==> src/pci_tail_pkg.sv <==
// shared constants for the 32-bit burst write master and its local master
// assumes both ends run on the one pci clock
package pci_tail_pkg;
    // bus and word widths, beat count width and fifo depth
    localparam int AD_W       = 32;
    localparam int BE_W       = 4;
    localparam int BEATS_W    = 8;
    localparam int FIFO_DEPTH = 16;
    localparam int WORD_W     = AD_W + BE_W;

    // local phase state codes
    localparam logic [3:0] PH_IDLE      = 4'h0;
    localparam logic [3:0] PH_ADDR_LOAD = 4'h1;
    localparam logic [3:0] PH_BUS_TXN   = 4'h2;
    localparam logic [3:0] PH_BUS_TERM  = 4'h3;

    // end cause codes
    localparam logic [3:0] END_NONE   = 4'h0;
    localparam logic [3:0] END_NORMAL = 4'h1;
endpackage

==> src/pci_local_if.sv <==
// local master side signals between the burst core and its local master
// assumes both parties sample on the same pci clock
`timescale 1ns/10ps
interface pci_local_if #(parameter int BEATS_W = pci_tail_pkg::BEATS_W);
    logic                          narrow_request_n;
    logic                          local_grant_n;
    logic                          local_master_ready_n;
    logic                          local_word_taken_n;
    logic [pci_tail_pkg::AD_W-1:0] local_addr_data;
    logic [pci_tail_pkg::BE_W-1:0] local_cmd_byteen_input;
    logic [BEATS_W-1:0]            requested_beats;
    logic [BEATS_W-1:0]            remaining_beats_count;
    logic [3:0]                    local_phase_state;
    logic [3:0]                    end_cause_code;

    modport core (
        input  narrow_request_n, local_master_ready_n, local_addr_data,
               local_cmd_byteen_input, requested_beats,
        output local_grant_n, local_word_taken_n, remaining_beats_count,
               local_phase_state, end_cause_code
    );
    modport lm (
        output narrow_request_n, local_master_ready_n, local_addr_data,
               local_cmd_byteen_input, requested_beats,
        input  local_grant_n, local_word_taken_n, remaining_beats_count,
               local_phase_state, end_cause_code
    );
endinterface

==> src/pci_burst_master.sv <==
// pci master end of a 32-bit burst write fed by a local master
// assumes pci inputs are synchronous to mclk_i (the pci clock)
// Overview of operation
// local master holds ready while words remain
// framen held low until final data phase
// data phase done when irdyn and trdyn low
// count drops one after each completed phase
// next buffered word goes out after acceptance
// irdyn kept low while local ready held
// taken strobe after local ready seen asserted
// local master drops ready after last word
// last phase raises framen, drops taken strobe
// turnaround releases frame, ad, cben; count zero
// turnaround reports termination, normal end cause
// target drops devseln and trdyn at turnaround
// irdyn and par released one cycle later
// request presents address, command, burst length
// reqn on request; grant when bus idle
// request plus grant latches address, command, length
// address phase drives frame, loads burst count
// distinct codes for phases and normal end
// count reaching final word selects last phase
`timescale 1ns/10ps
module pci_burst_master #(
    parameter int BEATS_W = pci_tail_pkg::BEATS_W,
    parameter int DEPTH   = pci_tail_pkg::FIFO_DEPTH
) (
    input  wire logic                          mclk_i,
    input  wire logic                          sys_rst_i,
    input  wire logic                          ce_i,
    pci_local_if.core                          lif,
    input  wire logic                          gnt_n_i,
    input  wire logic                          trdy_n_i,
    input  wire logic                          frame_n_i,
    input  wire logic                          irdy_n_i,
    output logic                               req_n_o,
    output logic [pci_tail_pkg::AD_W-1:0]      ad_o,
    output logic [pci_tail_pkg::BE_W-1:0]      cbe_o,
    output logic                               adcbe_oe_n_o,
    output logic                               frame_n_o,
    output logic                               frame_oe_n_o,
    output logic                               irdy_n_o,
    output logic                               irdy_oe_n_o,
    output logic                               par_o,
    output logic                               par_oe_n_o
);
    localparam int AD_W = pci_tail_pkg::AD_W;
    localparam int BE_W = pci_tail_pkg::BE_W;
    localparam int WW   = pci_tail_pkg::WORD_W;

    typedef enum logic [2:0] {
        S_IDLE, S_REQ, S_GRANT, S_LOAD, S_ADDR, S_DATA, S_TURN
    } state_e;

    state_e             state_r, state_nxt;
    logic               req_n_r, req_n_nxt, lgnt_n_r, lgnt_n_nxt;
    logic [3:0]         phase_r, phase_nxt, cause_r, cause_nxt;
    logic [AD_W-1:0]    addr_r, addr_nxt, ad_r, ad_nxt;
    logic [BE_W-1:0]    cmd_r, cmd_nxt, cbe_r, cbe_nxt;
    logic [BEATS_W-1:0] beats_r, beats_nxt, cnt_r, cnt_nxt;
    logic               ad_oe_n_r, ad_oe_n_nxt;
    logic               frame_n_r, frame_n_nxt, frame_oe_n_r, frame_oe_n_nxt;
    logic               irdy_n_r, irdy_n_nxt, irdy_oe_n_r, irdy_oe_n_nxt;
    logic               par_r, par_nxt, par_oe_n_r, par_oe_n_nxt;
    logic [BEATS_W-1:0] fetch_r, fetch_nxt;
    logic               take_n_r, take_n_nxt;
    logic               done_ph, pop, fifo_in_rdy, fifo_ov;
    logic [WW-1:0]      fifo_word;
    logic [BEATS_W-1:0] left;

    // word buffer between local side and pci side
    word_fifo #(.W(WW), .D(DEPTH)) u_fifo (
        .mclk_i      (mclk_i),
        .sys_rst_i   (sys_rst_i),
        .ce_i        (ce_i),
        .in_data_i   ({lif.local_cmd_byteen_input, lif.local_addr_data}),
        .in_valid_i  (~take_n_r),
        .in_ready_o  (fifo_in_rdy),
        .out_data_o  (fifo_word),
        .out_valid_o (fifo_ov),
        .out_ready_i (pop)
    );

    // local fetch: strobe a cycle after ready seen, never twice in a row
    always_comb begin
        fetch_nxt  = fetch_r;
        take_n_nxt = 1'b1;
        if (state_r == S_GRANT && !lif.narrow_request_n) begin
            fetch_nxt = lif.requested_beats;
        end else if ((state_r == S_LOAD || state_r == S_ADDR ||
                      state_r == S_DATA) && !lif.local_master_ready_n &&
                     take_n_r && fetch_r != '0 && fifo_in_rdy) begin
            take_n_nxt = 1'b0;
            fetch_nxt  = fetch_r - 1'b1;
        end
    end

    always_ff @(posedge mclk_i or posedge sys_rst_i) begin
        if (sys_rst_i) begin
            fetch_r  <= '0;
            take_n_r <= 1'b1;
        end else if (ce_i) begin
            fetch_r  <= fetch_nxt;
            take_n_r <= take_n_nxt;
        end
    end

    // pci side sequencing
    always_comb begin
        state_nxt      = state_r;
        req_n_nxt      = req_n_r;
        lgnt_n_nxt     = lgnt_n_r;
        phase_nxt      = phase_r;
        cause_nxt      = cause_r;
        addr_nxt       = addr_r;
        cmd_nxt        = cmd_r;
        beats_nxt      = beats_r;
        cnt_nxt        = cnt_r;
        ad_nxt         = ad_r;
        cbe_nxt        = cbe_r;
        ad_oe_n_nxt    = ad_oe_n_r;
        frame_n_nxt    = frame_n_r;
        frame_oe_n_nxt = frame_oe_n_r;
        irdy_n_nxt     = irdy_n_r;
        irdy_oe_n_nxt  = irdy_oe_n_r;
        par_nxt        = ^{ad_r, cbe_r};
        par_oe_n_nxt   = ad_oe_n_r;
        pop            = 1'b0;
        left           = cnt_r;
        done_ph        = !irdy_oe_n_r && !irdy_n_r && !trdy_n_i;
        unique case (state_r)
            S_IDLE: begin
                phase_nxt = pci_tail_pkg::PH_IDLE;
                if (!lif.narrow_request_n) begin
                    req_n_nxt = 1'b0;
                    state_nxt = S_REQ;
                end
            end
            S_REQ: begin
                if (!gnt_n_i && frame_n_i && irdy_n_i) begin
                    lgnt_n_nxt = 1'b0;
                    state_nxt  = S_GRANT;
                end
            end
            S_GRANT: begin
                if (!lif.narrow_request_n) begin
                    phase_nxt = pci_tail_pkg::PH_ADDR_LOAD;
                    addr_nxt  = lif.local_addr_data;
                    cmd_nxt   = lif.local_cmd_byteen_input;
                    beats_nxt = lif.requested_beats;
                    cause_nxt = pci_tail_pkg::END_NONE;
                    state_nxt = S_LOAD;
                end else begin
                    req_n_nxt  = 1'b1;
                    lgnt_n_nxt = 1'b1;
                    state_nxt  = S_IDLE;
                end
            end
            S_LOAD: begin
                lgnt_n_nxt = 1'b1;
                if (!gnt_n_i) begin
                    frame_n_nxt    = 1'b0;
                    frame_oe_n_nxt = 1'b0;
                    ad_nxt         = addr_r;
                    cbe_nxt        = cmd_r;
                    ad_oe_n_nxt    = 1'b0;
                    irdy_n_nxt     = 1'b1;
                    irdy_oe_n_nxt  = 1'b0;
                    phase_nxt      = pci_tail_pkg::PH_BUS_TXN;
                    cnt_nxt        = beats_r;
                    req_n_nxt      = 1'b1;
                    state_nxt      = S_ADDR;
                end else begin
                    phase_nxt = pci_tail_pkg::PH_IDLE;
                    state_nxt = S_REQ;
                end
            end
            S_ADDR, S_DATA: begin
                state_nxt = S_DATA;
                if (state_r == S_DATA && done_ph) begin
                    cnt_nxt = cnt_r - 1'b1;
                    left    = cnt_r - 1'b1;
                end
                if (state_r == S_DATA && done_ph && cnt_r == 1) begin
                    frame_oe_n_nxt = 1'b1;
                    ad_oe_n_nxt    = 1'b1;
                    irdy_n_nxt     = 1'b1;
                    phase_nxt      = pci_tail_pkg::PH_BUS_TERM;
                    cause_nxt      = pci_tail_pkg::END_NORMAL;
                    state_nxt      = S_TURN;
                end else if (state_r == S_ADDR || done_ph || irdy_n_r) begin
                    if (fifo_ov) begin
                        pop         = 1'b1;
                        ad_nxt      = fifo_word[AD_W-1:0];
                        cbe_nxt     = fifo_word[WW-1:AD_W];
                        irdy_n_nxt  = 1'b0;
                        frame_n_nxt = (left == 1);
                    end else begin
                        irdy_n_nxt  = 1'b1;
                    end
                end
            end
            S_TURN: begin
                irdy_oe_n_nxt = 1'b1;
                frame_n_nxt   = 1'b1;
                phase_nxt     = pci_tail_pkg::PH_IDLE;
                state_nxt     = S_IDLE;
            end
        endcase
    end

    always_ff @(posedge mclk_i or posedge sys_rst_i) begin
        if (sys_rst_i) begin
            state_r      <= S_IDLE;
            req_n_r      <= 1'b1;
            lgnt_n_r     <= 1'b1;
            phase_r      <= pci_tail_pkg::PH_IDLE;
            cause_r      <= pci_tail_pkg::END_NONE;
            addr_r       <= '0;
            cmd_r        <= '0;
            beats_r      <= '0;
            cnt_r        <= '0;
            ad_r         <= '0;
            cbe_r        <= '0;
            ad_oe_n_r    <= 1'b1;
            frame_n_r    <= 1'b1;
            frame_oe_n_r <= 1'b1;
            irdy_n_r     <= 1'b1;
            irdy_oe_n_r  <= 1'b1;
            par_r        <= 1'b0;
            par_oe_n_r   <= 1'b1;
        end else if (ce_i) begin
            state_r      <= state_nxt;
            req_n_r      <= req_n_nxt;
            lgnt_n_r     <= lgnt_n_nxt;
            phase_r      <= phase_nxt;
            cause_r      <= cause_nxt;
            addr_r       <= addr_nxt;
            cmd_r        <= cmd_nxt;
            beats_r      <= beats_nxt;
            cnt_r        <= cnt_nxt;
            ad_r         <= ad_nxt;
            cbe_r        <= cbe_nxt;
            ad_oe_n_r    <= ad_oe_n_nxt;
            frame_n_r    <= frame_n_nxt;
            frame_oe_n_r <= frame_oe_n_nxt;
            irdy_n_r     <= irdy_n_nxt;
            irdy_oe_n_r  <= irdy_oe_n_nxt;
            par_r        <= par_nxt;
            par_oe_n_r   <= par_oe_n_nxt;
        end
    end

    // all outputs straight from registers
    assign req_n_o                   = req_n_r;
    assign ad_o                      = ad_r;
    assign cbe_o                     = cbe_r;
    assign adcbe_oe_n_o              = ad_oe_n_r;
    assign frame_n_o                 = frame_n_r;
    assign frame_oe_n_o              = frame_oe_n_r;
    assign irdy_n_o                  = irdy_n_r;
    assign irdy_oe_n_o               = irdy_oe_n_r;
    assign par_o                     = par_r;
    assign par_oe_n_o                = par_oe_n_r;
    assign lif.local_grant_n         = lgnt_n_r;
    assign lif.local_word_taken_n    = take_n_r;
    assign lif.remaining_beats_count = cnt_r;
    assign lif.local_phase_state     = phase_r;
    assign lif.end_cause_code        = cause_r;
endmodule

==> src/word_fifo.sv <==
// synchronous fifo with valid/ready on both sides
// assumes one clock; ce_i low freezes it
`timescale 1ns/10ps
module word_fifo #(
    parameter int W = 36,
    parameter int D = 16
) (
    input  wire logic         mclk_i,
    input  wire logic         sys_rst_i,
    input  wire logic         ce_i,
    input  wire logic [W-1:0] in_data_i,
    input  wire logic         in_valid_i,
    output logic              in_ready_o,
    output logic [W-1:0]      out_data_o,
    output logic              out_valid_o,
    input  wire logic         out_ready_i
);
    localparam int AW = $clog2(D);

    logic [W-1:0]  mem_r [D];
    logic [AW-1:0] wr_r, wr_nxt, rd_r, rd_nxt;
    logic [AW:0]   cnt_r, cnt_nxt;
    logic          push, pop;

    // handshakes and pointer steps
    always_comb begin
        push    = in_valid_i & in_ready_o;
        pop     = out_valid_o & out_ready_i;
        wr_nxt  = push ? ((wr_r == AW'(D - 1)) ? '0 : wr_r + 1'b1) : wr_r;
        rd_nxt  = pop ? ((rd_r == AW'(D - 1)) ? '0 : rd_r + 1'b1) : rd_r;
        cnt_nxt = cnt_r + {{AW{1'b0}}, push} - {{AW{1'b0}}, pop};
    end

    assign in_ready_o  = (cnt_r != (AW+1)'(D)); // honest full
    assign out_valid_o = (cnt_r != '0);         // honest empty
    assign out_data_o  = mem_r[rd_r];

    // pointers and count
    always_ff @(posedge mclk_i or posedge sys_rst_i) begin
        if (sys_rst_i) begin
            wr_r  <= '0;
            rd_r  <= '0;
            cnt_r <= '0;
        end else if (ce_i) begin
            wr_r  <= wr_nxt;
            rd_r  <= rd_nxt;
            cnt_r <= cnt_nxt;
        end
    end

    // storage, no reset needed
    always_ff @(posedge mclk_i) begin
        if (ce_i && push) begin
            mem_r[wr_r] <= in_data_i;
        end
    end
endmodule

==> src/flat_wrapper.sv <==
// flat-port wrapper written by rule: the top's interface ports become plain ports
module pci_burst_master_flat 
#(
    parameter int BEATS_W = pci_tail_pkg::BEATS_W,
    parameter int DEPTH   = pci_tail_pkg::FIFO_DEPTH
)
  (mclk_i, sys_rst_i, ce_i, gnt_n_i, trdy_n_i, frame_n_i, irdy_n_i, req_n_o, ad_o, cbe_o, adcbe_oe_n_o, frame_n_o, frame_oe_n_o, irdy_n_o, irdy_oe_n_o, par_o, par_oe_n_o, lif_narrow_request_n, lif_local_master_ready_n, lif_local_addr_data, lif_local_cmd_byteen_input, lif_requested_beats, lif_local_grant_n, lif_local_word_taken_n, lif_remaining_beats_count, lif_local_phase_state, lif_end_cause_code);
  pci_local_if #(.BEATS_W(BEATS_W)) lif_i ();
  input  wire logic mclk_i;
  input  wire logic sys_rst_i;
  input  wire logic ce_i;
  input  wire logic gnt_n_i;
  input  wire logic trdy_n_i;
  input  wire logic frame_n_i;
  input  wire logic irdy_n_i;
  output logic req_n_o;
  output logic [pci_tail_pkg::AD_W-1:0] ad_o;
  output logic [pci_tail_pkg::BE_W-1:0] cbe_o;
  output logic adcbe_oe_n_o;
  output logic frame_n_o;
  output logic frame_oe_n_o;
  output logic irdy_n_o;
  output logic irdy_oe_n_o;
  output logic par_o;
  output logic par_oe_n_o;
  input wire logic [$bits(lif_i.narrow_request_n)-1:0] lif_narrow_request_n;
  input wire logic [$bits(lif_i.local_master_ready_n)-1:0] lif_local_master_ready_n;
  input wire logic [$bits(lif_i.local_addr_data)-1:0] lif_local_addr_data;
  input wire logic [$bits(lif_i.local_cmd_byteen_input)-1:0] lif_local_cmd_byteen_input;
  input wire logic [$bits(lif_i.requested_beats)-1:0] lif_requested_beats;
  output wire logic [$bits(lif_i.local_grant_n)-1:0] lif_local_grant_n;
  output wire logic [$bits(lif_i.local_word_taken_n)-1:0] lif_local_word_taken_n;
  output wire logic [$bits(lif_i.remaining_beats_count)-1:0] lif_remaining_beats_count;
  output wire logic [$bits(lif_i.local_phase_state)-1:0] lif_local_phase_state;
  output wire logic [$bits(lif_i.end_cause_code)-1:0] lif_end_cause_code;
  assign lif_i.narrow_request_n = lif_narrow_request_n;
  assign lif_i.local_master_ready_n = lif_local_master_ready_n;
  assign lif_i.local_addr_data = lif_local_addr_data;
  assign lif_i.local_cmd_byteen_input = lif_local_cmd_byteen_input;
  assign lif_i.requested_beats = lif_requested_beats;
  assign lif_local_grant_n = lif_i.local_grant_n;
  assign lif_local_word_taken_n = lif_i.local_word_taken_n;
  assign lif_remaining_beats_count = lif_i.remaining_beats_count;
  assign lif_local_phase_state = lif_i.local_phase_state;
  assign lif_end_cause_code = lif_i.end_cause_code;
  pci_burst_master #(.BEATS_W(BEATS_W), .DEPTH(DEPTH)) u_core (.mclk_i(mclk_i), .sys_rst_i(sys_rst_i), .ce_i(ce_i), .lif(lif_i), .gnt_n_i(gnt_n_i), .trdy_n_i(trdy_n_i), .frame_n_i(frame_n_i), .irdy_n_i(irdy_n_i), .req_n_o(req_n_o), .ad_o(ad_o), .cbe_o(cbe_o), .adcbe_oe_n_o(adcbe_oe_n_o), .frame_n_o(frame_n_o), .frame_oe_n_o(frame_oe_n_o), .irdy_n_o(irdy_n_o), .irdy_oe_n_o(irdy_oe_n_o), .par_o(par_o), .par_oe_n_o(par_oe_n_o));
endmodule
==> config.mk <==
export PLATFORM = sky130hd
export DESIGN_NAME = pci_burst_master_flat
export DESIGN_NICKNAME = d
export VERILOG_FILES = /design/src/pci_tail_pkg.sv /design/src/pci_local_if.sv /design/src/pci_burst_master.sv /design/src/word_fifo.sv /design/src/flat_wrapper.sv
export SDC_FILE = /design/constraint.sdc
export NUM_CORES = 1
export LEC_CHECK = 0
export BUFFER_PORTS_ARGS = -buffer_cell sky130_fd_sc_hd__buf_2
export CORE_UTILIZATION = 55
export DETAILED_ROUTE_END_ITERATION = 10
export PLACE_DENSITY = 0.75
export SLEW_MARGIN = 20
export SYNTH_ARGS = -nofsm -noshare
export SYNTH_HDL_FRONTEND = slang
export SYNTH_HIERARCHICAL = 1
export SYNTH_SLANG_ARGS = --single-unit
==> constraint.sdc <==
create_clock -name mclk_i -period 4.36 [get_ports mclk_i]
set_input_delay 0.872 -clock mclk_i [delete_from_list [all_inputs] [get_ports mclk_i]]
set_output_delay 0.872 -clock mclk_i [all_outputs]
set_load 0.01 [all_outputs]
==> results.md <==
- Mapped Area: 28230 um^2
- Distinct cell type count after synthesis: 65
- Post-CTS setup buffer count: 0
- Async set-reset flop share out of synthesis: 17.71%
- PortBufs: 109
- Final net count: 1776
- PwrDens: 652.6 nW/um^2
- Sink Count: 700
- Peak supply drop: 0.5606 mV
- Post-cts resize count: 0
- Layout Skew: 42.48 ps
- Fin. max-slew vios: 0
- CP Max Fanout: 22
- Yosys warns: 6
- CP Launch Point: u_core/state_r[0]
- Vias in the first global route: 15440
- Period utilisation layout: 88.20%
- Post-DP HPWL: 34770 um
- Status: finished clean
- EDFF count, synth: 576
- Cells after Synth: 1566
- Final cell count without fillers: 2441
- Die H: 228.6 um
- R2r startpoint: u_core/state_r[0]
- Core Box Area: 50380 um^2
- Most common cell after layout, fill and taps aside: edfxtp_1
- WS Path Type: flop to flop
- Pre-antenna DRT Iters: 7
- Pre-CTS setup slack: 355.9 ps
- Maximum root-to-sink buffer count: 3
- CTS tree: yes
- Pleak: 11.26 nW
- Filler cells: 3344
- # rows: 82
- Tightest Hold Check Type: input port to async pin
- Drt via density: 6.254
- R2R Setup Slk: 510 ps
- CP arrival: 4310 ps
- Largest cells by area after synthesis: edfxtp_1 61%, mux4_2 11%, dfrtp_1 10%, mux2_2 3.3%, nand2_1 2.4%
- Worst hold slack: 353.2 ps
- CTS Root Cell: clkbuf_16
- Initial DRC Count: 1609
- Critical path capture point type: flop
- Total Die Area: 52240 um^2
- Total Neg Setup Slack: 0 ps
- Synth top area share: 61.27%
- Setup crit start kind: flop
- Req. time, crit path: 4830 ps
- Final ANT Viol Nets: 0
- Chip Width: 228.6 um
- Final hold vios: 0
- First-pass GRT wire length: 97050 um
- Total track usage: 25.24%
- Final instance area: 32270 um^2
- Reg clk slew, reported paths: 60 ps
- CTS Hold Bufs: 0
- FMAX: 260.0 MHz
- Setup-failing EPs final: 0
- Largest net degree at the start of global routing: 74
- P&R area growth vs syn: 14.31%
- H-tree depth: 3
- RSZ-0062 raised after global routing: false
- Syn avg cell area: 18.03 um^2
- Flops & latches, synth: 700
- Initial Util: 56.04%
- Yosys top cell by area: edfxtp_1
- Final worst setup slack: 514.6 ps
- Clk Latency, worst-skew pair: 610 ps
- Routed vias: 15270
- Top-level I/O count: 115
- Normalized max-slew margin: 27.90%
- MaxCap Viol Count: 0
- GRT overflow: 0
- Layout cell share with drive strength beyond 1: 30.39%
- Final Wtd Congestion: 0.8040
- Placed Instances: 2304
- Average routed wire per standard cell: 26.35 um
- Initial antenna violation count: 5
- Worst-Margin Slew: 1079 ps
- Post-Place Cell Area: 29790 um^2
- Commonest non-fill, non-tap cells in the layout: 576 x edfxtp_1, 178 x nand2_1, 144 x mux4_2
- Tmin final: 3845 ps
- DRC Markers: 0
- Sequential area share after synthesis: 72.30%
- Main flop type after synthesis: edfxtp_1
- Routed wire length: 64320 um
- CTS buffer count: 73
[state kept, by name, indices dropped and copies added, names as in the netlist, 3 cells and up]
register	cells
u_core/cmd_r	4
u_core/u_fifo/mem_r	576
u_core/cbe_o	4
u_core/fetch_r	8
u_core/ad_o	32
u_core/addr_r	32
u_core/u_fifo/rd_r	4
u_core/u_fifo/cnt_r	5
u_core/lif.remaining_beats_count	8
u_core/state_r	3
u_core/u_fifo/wr_r	4
u_core/beats_r	8
[per-stage QoR]
| stage | total power [mW] | util, % |
|---|---|---|
| after floorplan | 13.00 | - |
| after global placement | 14.65 | 59.14 |
| after detailed placement | 14.82 | 59.14 |
| after CTS | 21.20 | 64.04 |
| after global routing | 21.97 | 64.05 |
| final | 21.06 | 64.06 |
[cell families after synthesis]
kind of cell / share of synthesized area [%]
xor gates and xnor gates: 1.259
adders and majority gates: 0.7357
AOI/OAI and AO/OA: 4.250
DFF: 72.30
and+or+nand+nor: 4.654
buffers and inverters: 1.959
muxes: 14.83
other: 0.01328
[final cells by class]
type                            count  area, um^2  area share [%]
Antenna cell                        2       5.005         0.01551
Clock buffer                       98        2002           6.204
Clock inverter                     37       467.9           1.450
Inverter                           21       81.33          0.2520
Multi-Input combinational cell    760        7445           23.07
Sequential cell                   700       20420           63.27
Tap cell                          672       840.8           2.606
Timing Repair Buffer              151        1011           3.133
[critical path, stage by stage, from the launching register on]
cell	delay, ps
dfrtp_1	710
nor4b_2	380
nand2_1	240
nor3_1	310
nor3_1	140
and2_1	160
ha_1	260
inv_1	50
ha_1	150
inv_1	70
fa_1	430
nand2b_1	190
a21oi_1	270
mux2i_1	230
o211ai_1	120
[synthesized netlist by cell type, types with 21 or more instances]
library cell	instances
a22oi_1	74
nand2_1	179
mux2_2	83
dfrtp_1	116
mux4_2	144
xnor2_1	34
edfxtp_1	576
o21ai_0	36
inv_1	21
nor2_1	42
clkbuf_1	44
a21oi_1	36
[path summary, 6_finish.rpt]
| path | to | cells after the start |
|---|---|---|
| max | u_core/u_fifo/cnt_r[4] | 14 |
| min | u_core/u_fifo/wr_r[0] | 2 |
| max reg2reg | u_core/u_fifo/cnt_r[4] | 14 |
| min reg2reg | u_core/lif.local_phase_state[1] | 2 |
| max in group asynchronous | u_core/frame_n_o | 3 |
| min in group mclk_i | u_core/lif.local_phase_state[1] | 2 |
[where the power goes]
part	total [mW]	leakage, nW	internal, mW	switching, mW
clock network	6.33	1.21	3.79	2.54
registers	8.56	6.70	7.87	0.689
logic	6.17	3.35	2.90	3.28
[routing by layer]
layer	vias to the layer above	global-route usage (%)	wire [um]
met2	717	40.04	31220
met3	129	4.765	5082
met4	4	7.781	1711
met1	7950	35.90	26280
li1	6466	-	-
met5	-	0	28
Power figures use the tool's default switching activity.
